## src/hdl/tcp_pkg.sv

```systemverilog
// Purpose: shared constants for the timer channel pwm block
// Assumes: 16-bit counter, 3-bit prescaler select
// Notes:   prescale select n divides the bus clock by 2**n
package tcp_pkg;
  localparam int          CNT_W      = 16;
  localparam int          PS_W       = 3;
  localparam int          PS_DIV_W   = 7;
  localparam logic [15:0] CNT_RST    = 16'h0000;
  localparam logic [15:0] MOD_RST    = 16'hffff;
  localparam logic [15:0] CH_RST     = 16'h0000;
  localparam logic [2:0]  PS_RST     = 3'h0;
  localparam logic [6:0]  DIV_RST    = 7'h00;
  localparam logic        PWM_ACTIVE = 1'b1;
  localparam logic        PWM_IDLE   = 1'b0;
  localparam logic        FLAG_RST   = 1'b0;
endpackage

```

## src/hdl/tcp_prescaler.sv

```systemverilog
// Purpose: prescaler producing a one-cycle count enable
// Assumes: synchronous active-low reset
// Notes:   select 0 ticks every bus clock
`timescale 1ns/100ps
module tcp_prescaler #(
  parameter int PS_W  = tcp_pkg::PS_W,
  parameter int DIV_W = tcp_pkg::PS_DIV_W
) (
  // clock and reset
  input  wire logic            ref_clk,
  input  wire logic            rst_n,
  // control
  input  wire logic [PS_W-1:0] ps_sel,
  output logic                 tick
);
  logic [DIV_W-1:0] div_r;
  logic [DIV_W-1:0] div_nxt;
  logic [DIV_W-1:0] mask;

  always_comb begin
    mask    = DIV_W'((1 << ps_sel) - 1);
    div_nxt = DIV_W'(div_r + 1'b1) & mask;
    tick    = ((div_r & mask) == mask);
  end

  always_ff @(posedge ref_clk) begin
    if (!rst_n) begin
      div_r <= tcp_pkg::DIV_RST;
    end else begin
      div_r <= div_nxt;
    end
  end
endmodule // tcp_prescaler

```

## src/hdl/tcp_timer_channel_pwm.sv

```systemverilog
// Purpose: one output-compare channel of a 16-bit timer in unbuffered pwm mode
// Assumes: modulo, channel value and prescale select are plain inputs, no register bus
// Notes:   channel value takes effect at once, so unsynchronised writes can glitch
//          duty is channel value over modulo plus one; zero gives a low pin,
//          values above modulo give a high pin for the whole period
`timescale 1ns/100ps

module tcp_timer_channel_pwm #(
  parameter int CNT_W = tcp_pkg::CNT_W,
  parameter int PS_W  = tcp_pkg::PS_W
) (
  // clock and reset
  input  wire logic             ref_clk,
  input  wire logic             rst_n,

  // enable and prescale
  input  wire logic             pwm_en,
  input  wire logic [PS_W-1:0]  ps_sel,

  // period and compare
  input  wire logic [CNT_W-1:0] modulo,
  input  wire logic [CNT_W-1:0] ch_value,

  // flag control
  input  wire logic             ovf_clr,

  // counter and flags
  output logic [CNT_W-1:0]      count,
  output logic                  ovf_flag,
  output logic                  ovf_pulse,
  output logic                  match_pulse,

  // pin
  output logic                  pwm_out
);
  // prescaled count enable
  logic             tick;
  // event decode
  logic             run_tick;
  logic             top_hit;
  logic             next_eq;
  logic             wrap;
  logic             hit;
  // counter
  logic [CNT_W-1:0] cnt_r;
  logic [CNT_W-1:0] cnt_nxt;
  // sticky overflow flag
  logic             ovf_r;
  logic             ovf_nxt;
  // overflow pulse
  logic             ovp_r;
  logic             ovp_nxt;
  // match pulse
  logic             mtp_r;
  logic             mtp_nxt;
  // output pin
  logic             pin_r;
  logic             pin_nxt;

  // next count value, wrapping at the counter width
  function automatic logic [CNT_W-1:0] cnt_inc(
    input logic [CNT_W-1:0] cur
  );
    return CNT_W'(cur + 1'b1);
  endfunction

  // greater-or-equal so a modulo lowered below the count still ends the period
  function automatic logic at_top(
    input logic [CNT_W-1:0] cur,
    input logic [CNT_W-1:0] top
  );
    return (cur >= top);
  endfunction

  // compare with the count about to be taken: the pin is low from the count
  // equal to the channel value on, so the duty is value over period
  function automatic logic cmp_next(
    input logic [CNT_W-1:0] cur,
    input logic [CNT_W-1:0] val
  );
    return (cnt_inc(cur) == val);
  endfunction

  // level at the start of a period; zero gives zero duty since its match
  // would fall on the overflow itself
  function automatic logic wrap_level(
    input logic [CNT_W-1:0] val
  );
    return (val == CNT_W'(tcp_pkg::CH_RST)) ? tcp_pkg::PWM_IDLE : tcp_pkg::PWM_ACTIVE;
  endfunction

  // set wins over a clear in the same cycle, so no overflow is ever lost
  function automatic logic flag_next(
    input logic cur,
    input logic do_set,
    input logic do_clr
  );
    return do_set ? 1'b1 : (do_clr ? tcp_pkg::FLAG_RST : cur);
  endfunction

  // the divider runs on while disabled, so the first tick after enable may come early
  tcp_prescaler #(
    .PS_W  (PS_W),
    .DIV_W (tcp_pkg::PS_DIV_W)
  ) u_ps (
    .ref_clk (ref_clk),
    .rst_n   (rst_n),
    .ps_sel  (ps_sel),
    .tick    (tick)
  );

  // modulo and channel value act at once: writes not aligned to the counter
  // may upset the one period in which they land
  always_comb begin
    run_tick = pwm_en && tick;
    top_hit  = at_top(cnt_r, modulo);
    next_eq  = cmp_next(cnt_r, ch_value);
    wrap     = run_tick && top_hit;
    // equality only: a value the counter has already passed is simply missed
    hit      = run_tick && !wrap && next_eq;
  end

  // counter; reset and disable both park it at zero
  always_comb begin
    cnt_nxt = cnt_r;
    if (!pwm_en) begin
      cnt_nxt = CNT_W'(tcp_pkg::CNT_RST);
    end else if (wrap) begin
      cnt_nxt = CNT_W'(tcp_pkg::CNT_RST);
    end else if (tick) begin
      cnt_nxt = cnt_inc(cnt_r);
    end
  end

  always_ff @(posedge ref_clk) begin
    if (!rst_n) begin
      cnt_r <= CNT_W'(tcp_pkg::CNT_RST);
    end else begin
      cnt_r <= cnt_nxt;
    end
  end

  // overflow flag; a clear without a new overflow lowers it
  always_comb begin
    ovf_nxt = flag_next(ovf_r, wrap, ovf_clr);
  end

  always_ff @(posedge ref_clk) begin
    if (!rst_n) begin
      ovf_r <= tcp_pkg::FLAG_RST;
    end else begin
      ovf_r <= ovf_nxt;
    end
  end

  // overflow pulse, one cycle after the wrap
  always_comb begin
    ovp_nxt = wrap;
  end

  always_ff @(posedge ref_clk) begin
    if (!rst_n) begin
      ovp_r <= tcp_pkg::FLAG_RST;
    end else begin
      ovp_r <= ovp_nxt;
    end
  end

  // match pulse, in the cycle the counter holds the channel value
  always_comb begin
    mtp_nxt = hit;
  end

  always_ff @(posedge ref_clk) begin
    if (!rst_n) begin
      mtp_r <= tcp_pkg::FLAG_RST;
    end else begin
      mtp_r <= mtp_nxt;
    end
  end

  // output pin; low until the first overflow after reset or enable
  // a channel value above modulo never matches, so the pin then stays high
  always_comb begin
    pin_nxt = pin_r;
    if (!pwm_en) begin
      pin_nxt = tcp_pkg::PWM_IDLE;
    end else if (wrap) begin
      pin_nxt = wrap_level(ch_value);
    end else if (hit) begin
      pin_nxt = tcp_pkg::PWM_IDLE;
    end
  end

  always_ff @(posedge ref_clk) begin
    if (!rst_n) begin
      pin_r <= tcp_pkg::PWM_IDLE;
    end else begin
      pin_r <= pin_nxt;
    end
  end

  // outputs straight from the registers
  assign count       = cnt_r;
  assign ovf_flag    = ovf_r;
  assign ovf_pulse   = ovp_r;
  assign match_pulse = mtp_r;
  assign pwm_out     = pin_r;
endmodule // tcp_timer_channel_pwm

```

## config.mk

```make
export PLATFORM = sky130hd
export DESIGN_NAME = tcp_timer_channel_pwm
export DESIGN_NICKNAME = d
export VERILOG_FILES = /design/src/hdl/tcp_pkg.sv /design/src/hdl/tcp_prescaler.sv /design/src/hdl/tcp_timer_channel_pwm.sv
export SDC_FILE = /design/constraint.sdc
export NUM_CORES = 1
export LEC_CHECK = 0
export ABC_AREA = 1
export BUFFER_PORTS_ARGS = -buffer_cell sky130_fd_sc_hd__buf_2
export CORE_ASPECT_RATIO = 0.8
export CORE_MARGIN = 4
export CORE_UTILIZATION = 40
export CTS_BUF_LIST = sky130_fd_sc_hd__clkbuf_16
export DETAILED_ROUTE_END_ITERATION = 12
export PLACE_DENSITY = 0.73
export SLEW_MARGIN = 40
export SYNTH_ARGS = -nofsm -noshare
export SYNTH_HDL_FRONTEND = slang
export SYNTH_SLANG_ARGS = --single-unit
```

## constraint.sdc

```tcl
create_clock -name ref_clk -period 3.5 [get_ports ref_clk]
set_input_delay 0.35 -clock ref_clk [delete_from_list [all_inputs] [get_ports ref_clk]]
set_output_delay 0.35 -clock ref_clk [all_outputs]
set_load 0.01 [all_outputs]
```

* After elaboration in Yosys (flattened, before gate mapping)
Index checks and enable logic that the tools add are counted.
** Storage, ports and cells
- Register bits after elaboration :: 27
- Input port bits :: 39
- Output and inout port bits :: 20
- Logic and storage cells :: 32
** Cells by class
- Add/sub/neg operators :: 3
- Order comparisons :: 1
- Eq/ne operators :: 2
- Shift operators :: 1
- Muxes and demuxes :: 5
- Bitwise gates (word level) :: 4
- Reduce and logical (&&, ||, !) cells :: 10
** Operators by type and width (count)
- 16-bit by 1-bit adder with 16-bit output (second input constant) :: 1
- 16-bit equality test :: 1
- 16-bit greater-or-equal comparator :: 1
- 16-bit logical NOT :: 1
- 7-bit bitwise AND :: 2
- 7-bit by 1-bit adder with 7-bit output (second input constant) :: 1
- 7-bit equality test :: 1
- 1-bit by 3-bit << shifter with 7-bit output (first input constant) :: 1
- 7-bit by 2-bit subtractor with 7-bit output (second input constant) :: 1
- 1-bit two-way mux :: 5
- 1-bit logical AND :: 4
- 2-bit nonzero test :: 2
- 3-bit OR reduction :: 1
- 1-bit inverter :: 2
- 2-bit AND reduction :: 1
- 1-bit logical NOT :: 1

* Logic depth before layout (Yosys ltp)
Gate-level depths: netlist of the first run.
- Depth in word-level cells :: 11
- Gate-level depth with buffers :: 14
- Mapped depth without buffers :: 14

* Hierarchy
A second synthesis of the first run with hierarchy kept.
** Second synthesis, totals
- Cell total of the unflattened synthesis :: 376
- Area total of the unflattened synthesis :: 2255.9 µm²
** Modules (own cells, without submodules)
- tcp_timer_channel_pwm :: instances 1, cells each 313, area each 1863.0 µm², sequential area each 400.4 µm²
- tcp_prescaler :: instances 1, cells each 63, area each 392.9 µm², sequential area each 140.1 µm²

* Worst setup path after synthesis of the first run
OpenSTA, ideal clock, no wires.
- Kind :: register to register
- Start point :: register cnt_r[5], in the netlist count[5]
- End point :: register cnt_r[0], in the netlist count[0]
- Setup time :: 70 ps
- Data arrival time :: 1687 ps
- Required time :: 3430 ps
- Slack :: 1743 ps
- Cell stages (with the launch flop) :: 11
- Buffers on the path :: 1
- Clock period less this slack :: 1757 ps
- Path through :: dfxtp_1 ha_1 a21oi_1 o21a_1 nand2_1 nand2_1 nand2_1 o21bai_4 nand2_4 buf_4 a21oi_1
** Between the ends
- Longest elaborated chain between the ends :: 3
** RTL lines
- from (decl) :: RTL line tcp_timer_channel_pwm.sv:45 : logic [CNT_W-1:0] cnt_r;
- from (signal assigned) :: RTL line tcp_timer_channel_pwm.sv:137 : cnt_r <= CNT_W'(tcp_pkg::CNT_RST);
- from (signal assigned) :: RTL line tcp_timer_channel_pwm.sv:139 : cnt_r <= cnt_nxt;
- 16-bit greater-or-equal comparator :: RTL line tcp_timer_channel_pwm.sv:72 : return (cur >= top);
- 1-bit logical AND :: RTL line tcp_timer_channel_pwm.sv:118 : wrap = run_tick && top_hit;
- 3-bit OR reduction (no line)
No other way between the ends.
A chain may end at the register's enable or synchronous reset.

* Final worst setup path of the first run
- Start point :: register cnt_r[0], in the netlist count[0]
- End point :: register pin_r, in the netlist pwm_out
** Between the ends
- Longest elaborated chain between the ends :: 6
- Elaborated cells between the ends (all ways) :: 9
- Classes of those cells :: add/sub (1); order compare (1); eq/ne (1); mux (1); reduce/logical (5)
** RTL lines
- branches (longest 6 deep; another with 16-bit by 1-bit adder with 16-bit output)
- to (signal assigned) :: RTL line tcp_timer_channel_pwm.sv:197 : pin_r <= tcp_pkg::PWM_IDLE;
- to (signal assigned) :: RTL line tcp_timer_channel_pwm.sv:199 : pin_r <= pin_nxt;
- to (decl) :: RTL line tcp_timer_channel_pwm.sv:57 : logic pin_r;
Parallel ways; which one is timed is not known.

==> flow_summary.yaml, run 1 <==
cts:
  cts_tree: "done"
  clkTransAtPathRegs_ns: 0.07
  clock-sinks: 27
  clock_latency_ns: 0.27
  cts_root_buffer: "clkbuf_16"
  cts_setup_buffers: 0
  cts_buffers: 3
  cts_buffer_depth: 2
  h-tree-depth: 1
  hold_buffers: 0
  cts_resized: 0
min_path:
  hp-class: "primary input to register"
  min_path_cells: 4
  holdPathEnd: "ovf_flag$_SDFFE_PN0P_"
  worstHoldStart: "ovf_clr"
floorplan:
  start_util: 0.419
  core_sq_mm: 0.00553
  die_w_microns: 93.1
  io_pins: 59
  rows: 24
  fp.dieArea_sq_mm: 0.00708
  die_h_microns: 76.1
pwr:
  p_leak_nw: 1.36
  p_sw_mw: 0.164
  power_frac_comb: 0.123
  intPower_mw: 0.501
  clockPowerShare: 0.408
  sequentialPowerShare: 0.469
  power_density_mw_per_mm2: 241
  switching_share: 0.246
  peakVddDrop_mv: 0.197
run_status:
  outcome: "finished, final reports clean"
worst_setup_path:
  crit_type: "register to register"
  crit_fanout: 7
  crit_path_start_kind: "register"
  critPathSlowestCell: "dfxtp_1"
  crit_path_max_incr_delay_ns: 0.46
  worstReg2RegEnd: "pwm_out$_SDFFE_PN0P_"
  worst_setup_path_end_kind: "register"
  ff2ff_setup_slack_ns: 1.36
  ff2ff_path_depth: 12
  cp.arrival_ns: 2.30
  worstPathRequired_ns: 3.66
  path_cells: "ha_1 > nand2_1 > nor2_4 > nand2_1 > nand3b_1 > nand2_1 > nor2_1 > nand3_1 > nor2_1 > nand4_1 > nand2_1 > nor2_1"
  r2r-start: "count[0]$_SDFFE_PP0N_"
  crit_top_cell: "nand2_1"
drt:
  drt_pass1_iterations: 4
  vias_per_cell: 4.93
  first_iter_violations: 163
  ant_nets: 0
  drcViolationCount: 0
  wl_mm: 6.22
  wire_per_inst_microns: 12.1
  vias: 2545
global_routing:
  grt_max_degree: 21
  grt_pass1_vias: 2225
  antenna_found_initial: 0
  globalRouteTotalUtil: 0.171
  grt_overflow_total: 0
  grt_first_pass_wirelength_mm: 10.2
timing:
  setup_tns_ns: 0
  tightest_slew_ns: 0.663
  fin_crit_ns: 2.14
  finalClockSkew_ns: 0.00277
  fin_crit_sh: 0.612
  clock.fmax_mhz: 467
  relSlewSlack: 0.557
  finalSetupViolCount: 0
  finalMaxSlewViolations: 0
  rsz0062_at_grt: "no"
  hold_viol_final: 0
layout:
  design_area_sq_mm: 0.00276
  area_delta_synth_final_pct: 19.1
  register_area_sq_um: 541
  n_antenna_cell: 0
  final_cell_mix: "nand2_1 (112), inv_1 (58), buf_2 (58)"
  multi_input_area_sq_mm: 0.00152
  layout.nets: 496
  final_common_cell: "nand2_1"
  fillers: 595
  drive_gt1_frac: 0.171
synth:
  synth_top_area_cell: "dfxtp_1"
  synth_ff_type: "dfxtp_1"
  ys_seq_elements: 27
  yosys-top-cells-area: "dfxtp_1 (23%), nand2_1 (18%), ha_1 (9.7%)"
  yosys_warnings: 0
  syn_area_sq_mm: 0.00232
  async_reset_ff_frac: 0
  syn_inst: 380
  syn_avg_cell_area_sq_um: 6.10
  synth_top_area_frac: 0.233
  synth_cell_types: 31
  synth-edff-count: 0
  yosysSeqAreaShare: 0.233
  syn_nets: 437
placement:
  dp_hpwl_mm: 5.01
  postPlaceCellArea_sq_mm: 0.00268
  port_buffers: 58
  gp_congestion: 0.924
run:
  max_cap_viol_count: 0
## power groups by stage
stage	Sequential (mW)	Clock, mW	Combinational [mW]
final	0.311	0.271	0.0819
after global routing	0.312	0.286	0.0943
after CTS	0.311	0.276	0.0824
after detailed placement	0.318	0	0.0820
after global placement	0.318	0	0.0799
after floorplan	0.318	0	0.0454
## per-stage QoR
stage	utilization	power [mW]	hold WS, ns	std cells	worst slack (ns)
after floorplan	-	0.363	0.456	380	1.74
after global placement	0.485	0.398	0.450	512	1.31
after detailed placement	0.485	0.400	0.450	512	1.21
after CTS	0.500	0.670	0.326	516	1.39
after global routing	0.500	0.692	0.366	516	1.17
final	0.500	0.664	0.327	516	1.36
## area by class of cell
| class | instances | area share |
|---|---|---|
| repair buffers | 58 | 0.105 |
| clock inverters | 1 | 0.00272 |
| clock buffers | 3 | 0.0272 |
| flip-flops and latches | 27 | 0.196 |
| inverters | 60 | 0.0816 |
| multi-input cells | 289 | 0.552 |
| well taps | 78 | 0.0354 |
## worst max-delay path, delay by kind of cell, from the launching register on
kind / cells / cell delay, ns
adder cells (fa/ha/maj): 1 / 0.25
flip-flops: 1 / 0.46
AND/OR/NAND/NOR: 11 / 1.33
## layer usage
metal,track usage,wire [microns],vias up
li1,-,-,1346
met1,0.254,3030,1119
met2,0.265,2700,78
met3,0.0326,483,2
met4,0.0117,12,0
met5,0,0,-
## cell families (layout without fill, tap and decap cells)
kind of cell / count (synthesis) / in the layout / synth area share
adder cells (fa/ha/maj): 18 / 18 / 0.0972
XOR/XNOR: 3 / 3 / 0.0173
flip-flops: 27 / 27 / 0.233
AO/OA/AOI/OAI: 45 / 45 / 0.112
buffers and inverters: 64 / 122 / 0.109
AND/OR/NAND/NOR: 223 / 223 / 0.431
## cell usage after synthesis, types with 2 or more instances
cell      number
nand2_4        2
nand3b_1       6
nor2_4         4
nand4_1       11
nand3_1       35
o21ai_0        6
ha_1          18
nand2_1      112
nor2_1        43
a21oi_1       31
xnor2_1        2
dfxtp_1       27
nor2_2         2
nor4_1         4
inv_1         58
nor3_1         2
buf_4          3
## registers in the layout, summed over array words and instances (netlist names)
signal / flops
pwm_out: 1
u_ps.div_r: 7
ovf_flag: 1
count: 16
ovf_pulse: 1
match_pulse: 1
## how the worst max path moves through the flow
stage | startpoint | to | slack, ns
6_report | count[0]$_SDFFE_PP0N_ | pwm_out$_SDFFE_PN0P_ | 1.36
4_1_cts | count[0]$_SDFFE_PP0N_ | pwm_out$_SDFFE_PN0P_ | 1.39
3_3_place_gp | ps_sel[2] | count[15]$_SDFFE_PP0N_ | 1.31
5_1_grt | u_ps.div_r[2]$_SDFF_PN0_ | count[10]$_SDFFE_PP0N_ | 1.17
3_5_place_dp | ps_sel[2] | count[10]$_SDFFE_PP0N_ | 1.21
2_1_floorplan | count[5]$_SDFFE_PP0N_ | count[0]$_SDFFE_PP0N_ | 1.74
Note: power is estimated with default switching activity, not from simulation.
==> inputs of run 2 (changes only) <==
clock period = 2.09 ns   (was 3.5 ns; I/O delays follow)
==> flow_summary.yaml, run 2 (synthesis gave the netlist of run 1 again) <==
timing:
  clock.fmax_mhz: 525
  finalMaxSlewViolations: 0
  setup_tns_ns: 0
  finalClockSkew_ns: 0.00430
  setup_ws_ns: 0.186
  finalSetupViolCount: 0
  rsz0062_at_grt: "no"
  relSlewSlack: 0.688
  fin_crit_ns: 1.90
  tightest_slew_ns: 0.464
  fin_hold_ws_ns: 0.194
  hold_viol_final: 0
  fin_crit_sh: 0.911
worst_setup_path:
  path_cells: "ha_2 > nand3_1 > nor2_2 > nand2_1 > nand3b_1 > nand2_1 > nor2_1 > nand2_1 > nor2_1 > nand4_1 > nand2_1 > nor2_1"
  worst-path-buf-inv: 0
  worstPathRequired_ns: 2.25
  worst_setup_path_end_kind: "register"
  crit_top_cell: "nand2_1"
  path_delay_family: "simple AND/OR/NAND/NOR gates"
  crit_path_start_kind: "register"
  critPathSlowestCell: "dfxtp_2"
  crit_fanout: 7
  crit_path_start: "count[0]$_SDFFE_PP0N_"
  crit_path_max_incr_delay_ns: 0.39
  r2r-start: "count[0]$_SDFFE_PP0N_"
  crit_type: "register to register"
  cp.arrival_ns: 2.06
global_routing:
  globalRouteTotalUtil: 0.180
  grt_max_degree: 20
  antenna_found_initial: 0
  grt_pass1_vias: 2276
  grt_first_pass_wirelength_mm: 10.6
  grt_overflow_total: 0
pwr:
  p_leak_nw: 1.43
  power_density_mw_per_mm2: 387
  peakVddDrop_mv: 0.309
  p_total_mw: 1.11
layout:
  layout.nets: 509
  final_cell_mix: "nand2_1 (111), inv_1 (58), buf_2 (58)"
  drive_gt1_frac: 0.206
  register_area_sq_um: 544
  final_common_cell: "nand2_1"
  final_core_util: 0.521
  fillers: 590
  area_delta_synth_final_pct: 24.2
  n_antenna_cell: 0
  multi_input_area_sq_mm: 0.00153
  largest_reg_flops: 16
placement:
  place_ws_ns: 0.0667
  dp_hpwl_mm: 4.99
  port_buffers: 58
  gp_congestion: 0.884
drt:
  vias_per_cell: 4.88
  wl_mm: 6.22
  drt_pass1_iterations: 5
  wire_per_inst_microns: 11.8
  ant_nets: 0
  vias: 2584
  drcViolationCount: 0
  first_iter_violations: 152
floorplan:
  rows: 24
  die_h_microns: 76.1
  io_pins: 59
  start_util: 0.419
  die_w_microns: 93.1
  core_sq_mm: 0.00553
  fp.dieArea_sq_mm: 0.00708
cts:
  clkTransAtPathRegs_ns: 0.07
  h-tree-depth: 1
  cts_tree: "done"
  cts_buffer_depth: 2
  clock_latency_ns: 0.27
  cts_buffers: 3
  clock-sinks: 27
  cts_root_buffer: "clkbuf_16"
min_path:
  hp-class: "primary input to register"
  worstHoldStart: "ovf_clr"
run:
  max_cap_viol_count: 0
run_status:
  outcome: "finished, final reports clean"
run 2: worst register-to-register path, delay by kind of cell (launching register included):
| family | cells | cell delay [ns] |
|---|---|---|
| and+or+nand+nor | 11 | 1.21 |
| DFF | 1 | 0.39 |
| adders and majority gates | 1 | 0.22 |
run 2: cell type report:
cell class                 count  area share
clock inverter                 1     0.00261
sequential                    27       0.189
tap                           78      0.0339
multi-input combinational    289       0.531
clock buffer                   3      0.0261
inverter                      60      0.0782
timing repair buffer          71       0.139
run 2: power breakdown:
group | leakage [nW] | internal, mW | switching, mW
clock network | 0.0371 | 0.261 | 0.194
logic | 1.18 | 0.0607 | 0.0783
registers | 0.219 | 0.518 | 0.00325
run 2: final timing paths:
path,to,slack [ns],depth (start not counted)
worst max-delay path,pwm_out$_SDFFE_PN0P_,0.19,12
worst min-delay path,ovf_flag$_SDFFE_PN0P_,0.19,4
worst max register to register,pwm_out$_SDFFE_PN0P_,0.19,12
worst min register to register,ovf_flag$_SDFFE_PN0P_,0.48,2
run 2: timing repair:
item,CTS,global route
gates resized for setup,0,5
hold buffers,0,0
endpoints found under the hold margin,0,0
setup endpoints to repair,0,2
buffers inserted,0,2
run 2: layer usage:
layer	GRT usage	wire, microns	vias up
met1	0.263	2930	1098
met5	0	0	-
met2	0.270	2630	104
met4	0.0498	88	0
met3	0.0346	563	8
li1	-	-	1374
run 2: per-stage QoR:
step	std cells	area [sq um]
after floorplan	380	2320
after global placement	523	2760
after detailed placement	523	2760
after CTS	527	2840
after global routing	529	2880
final	529	2880
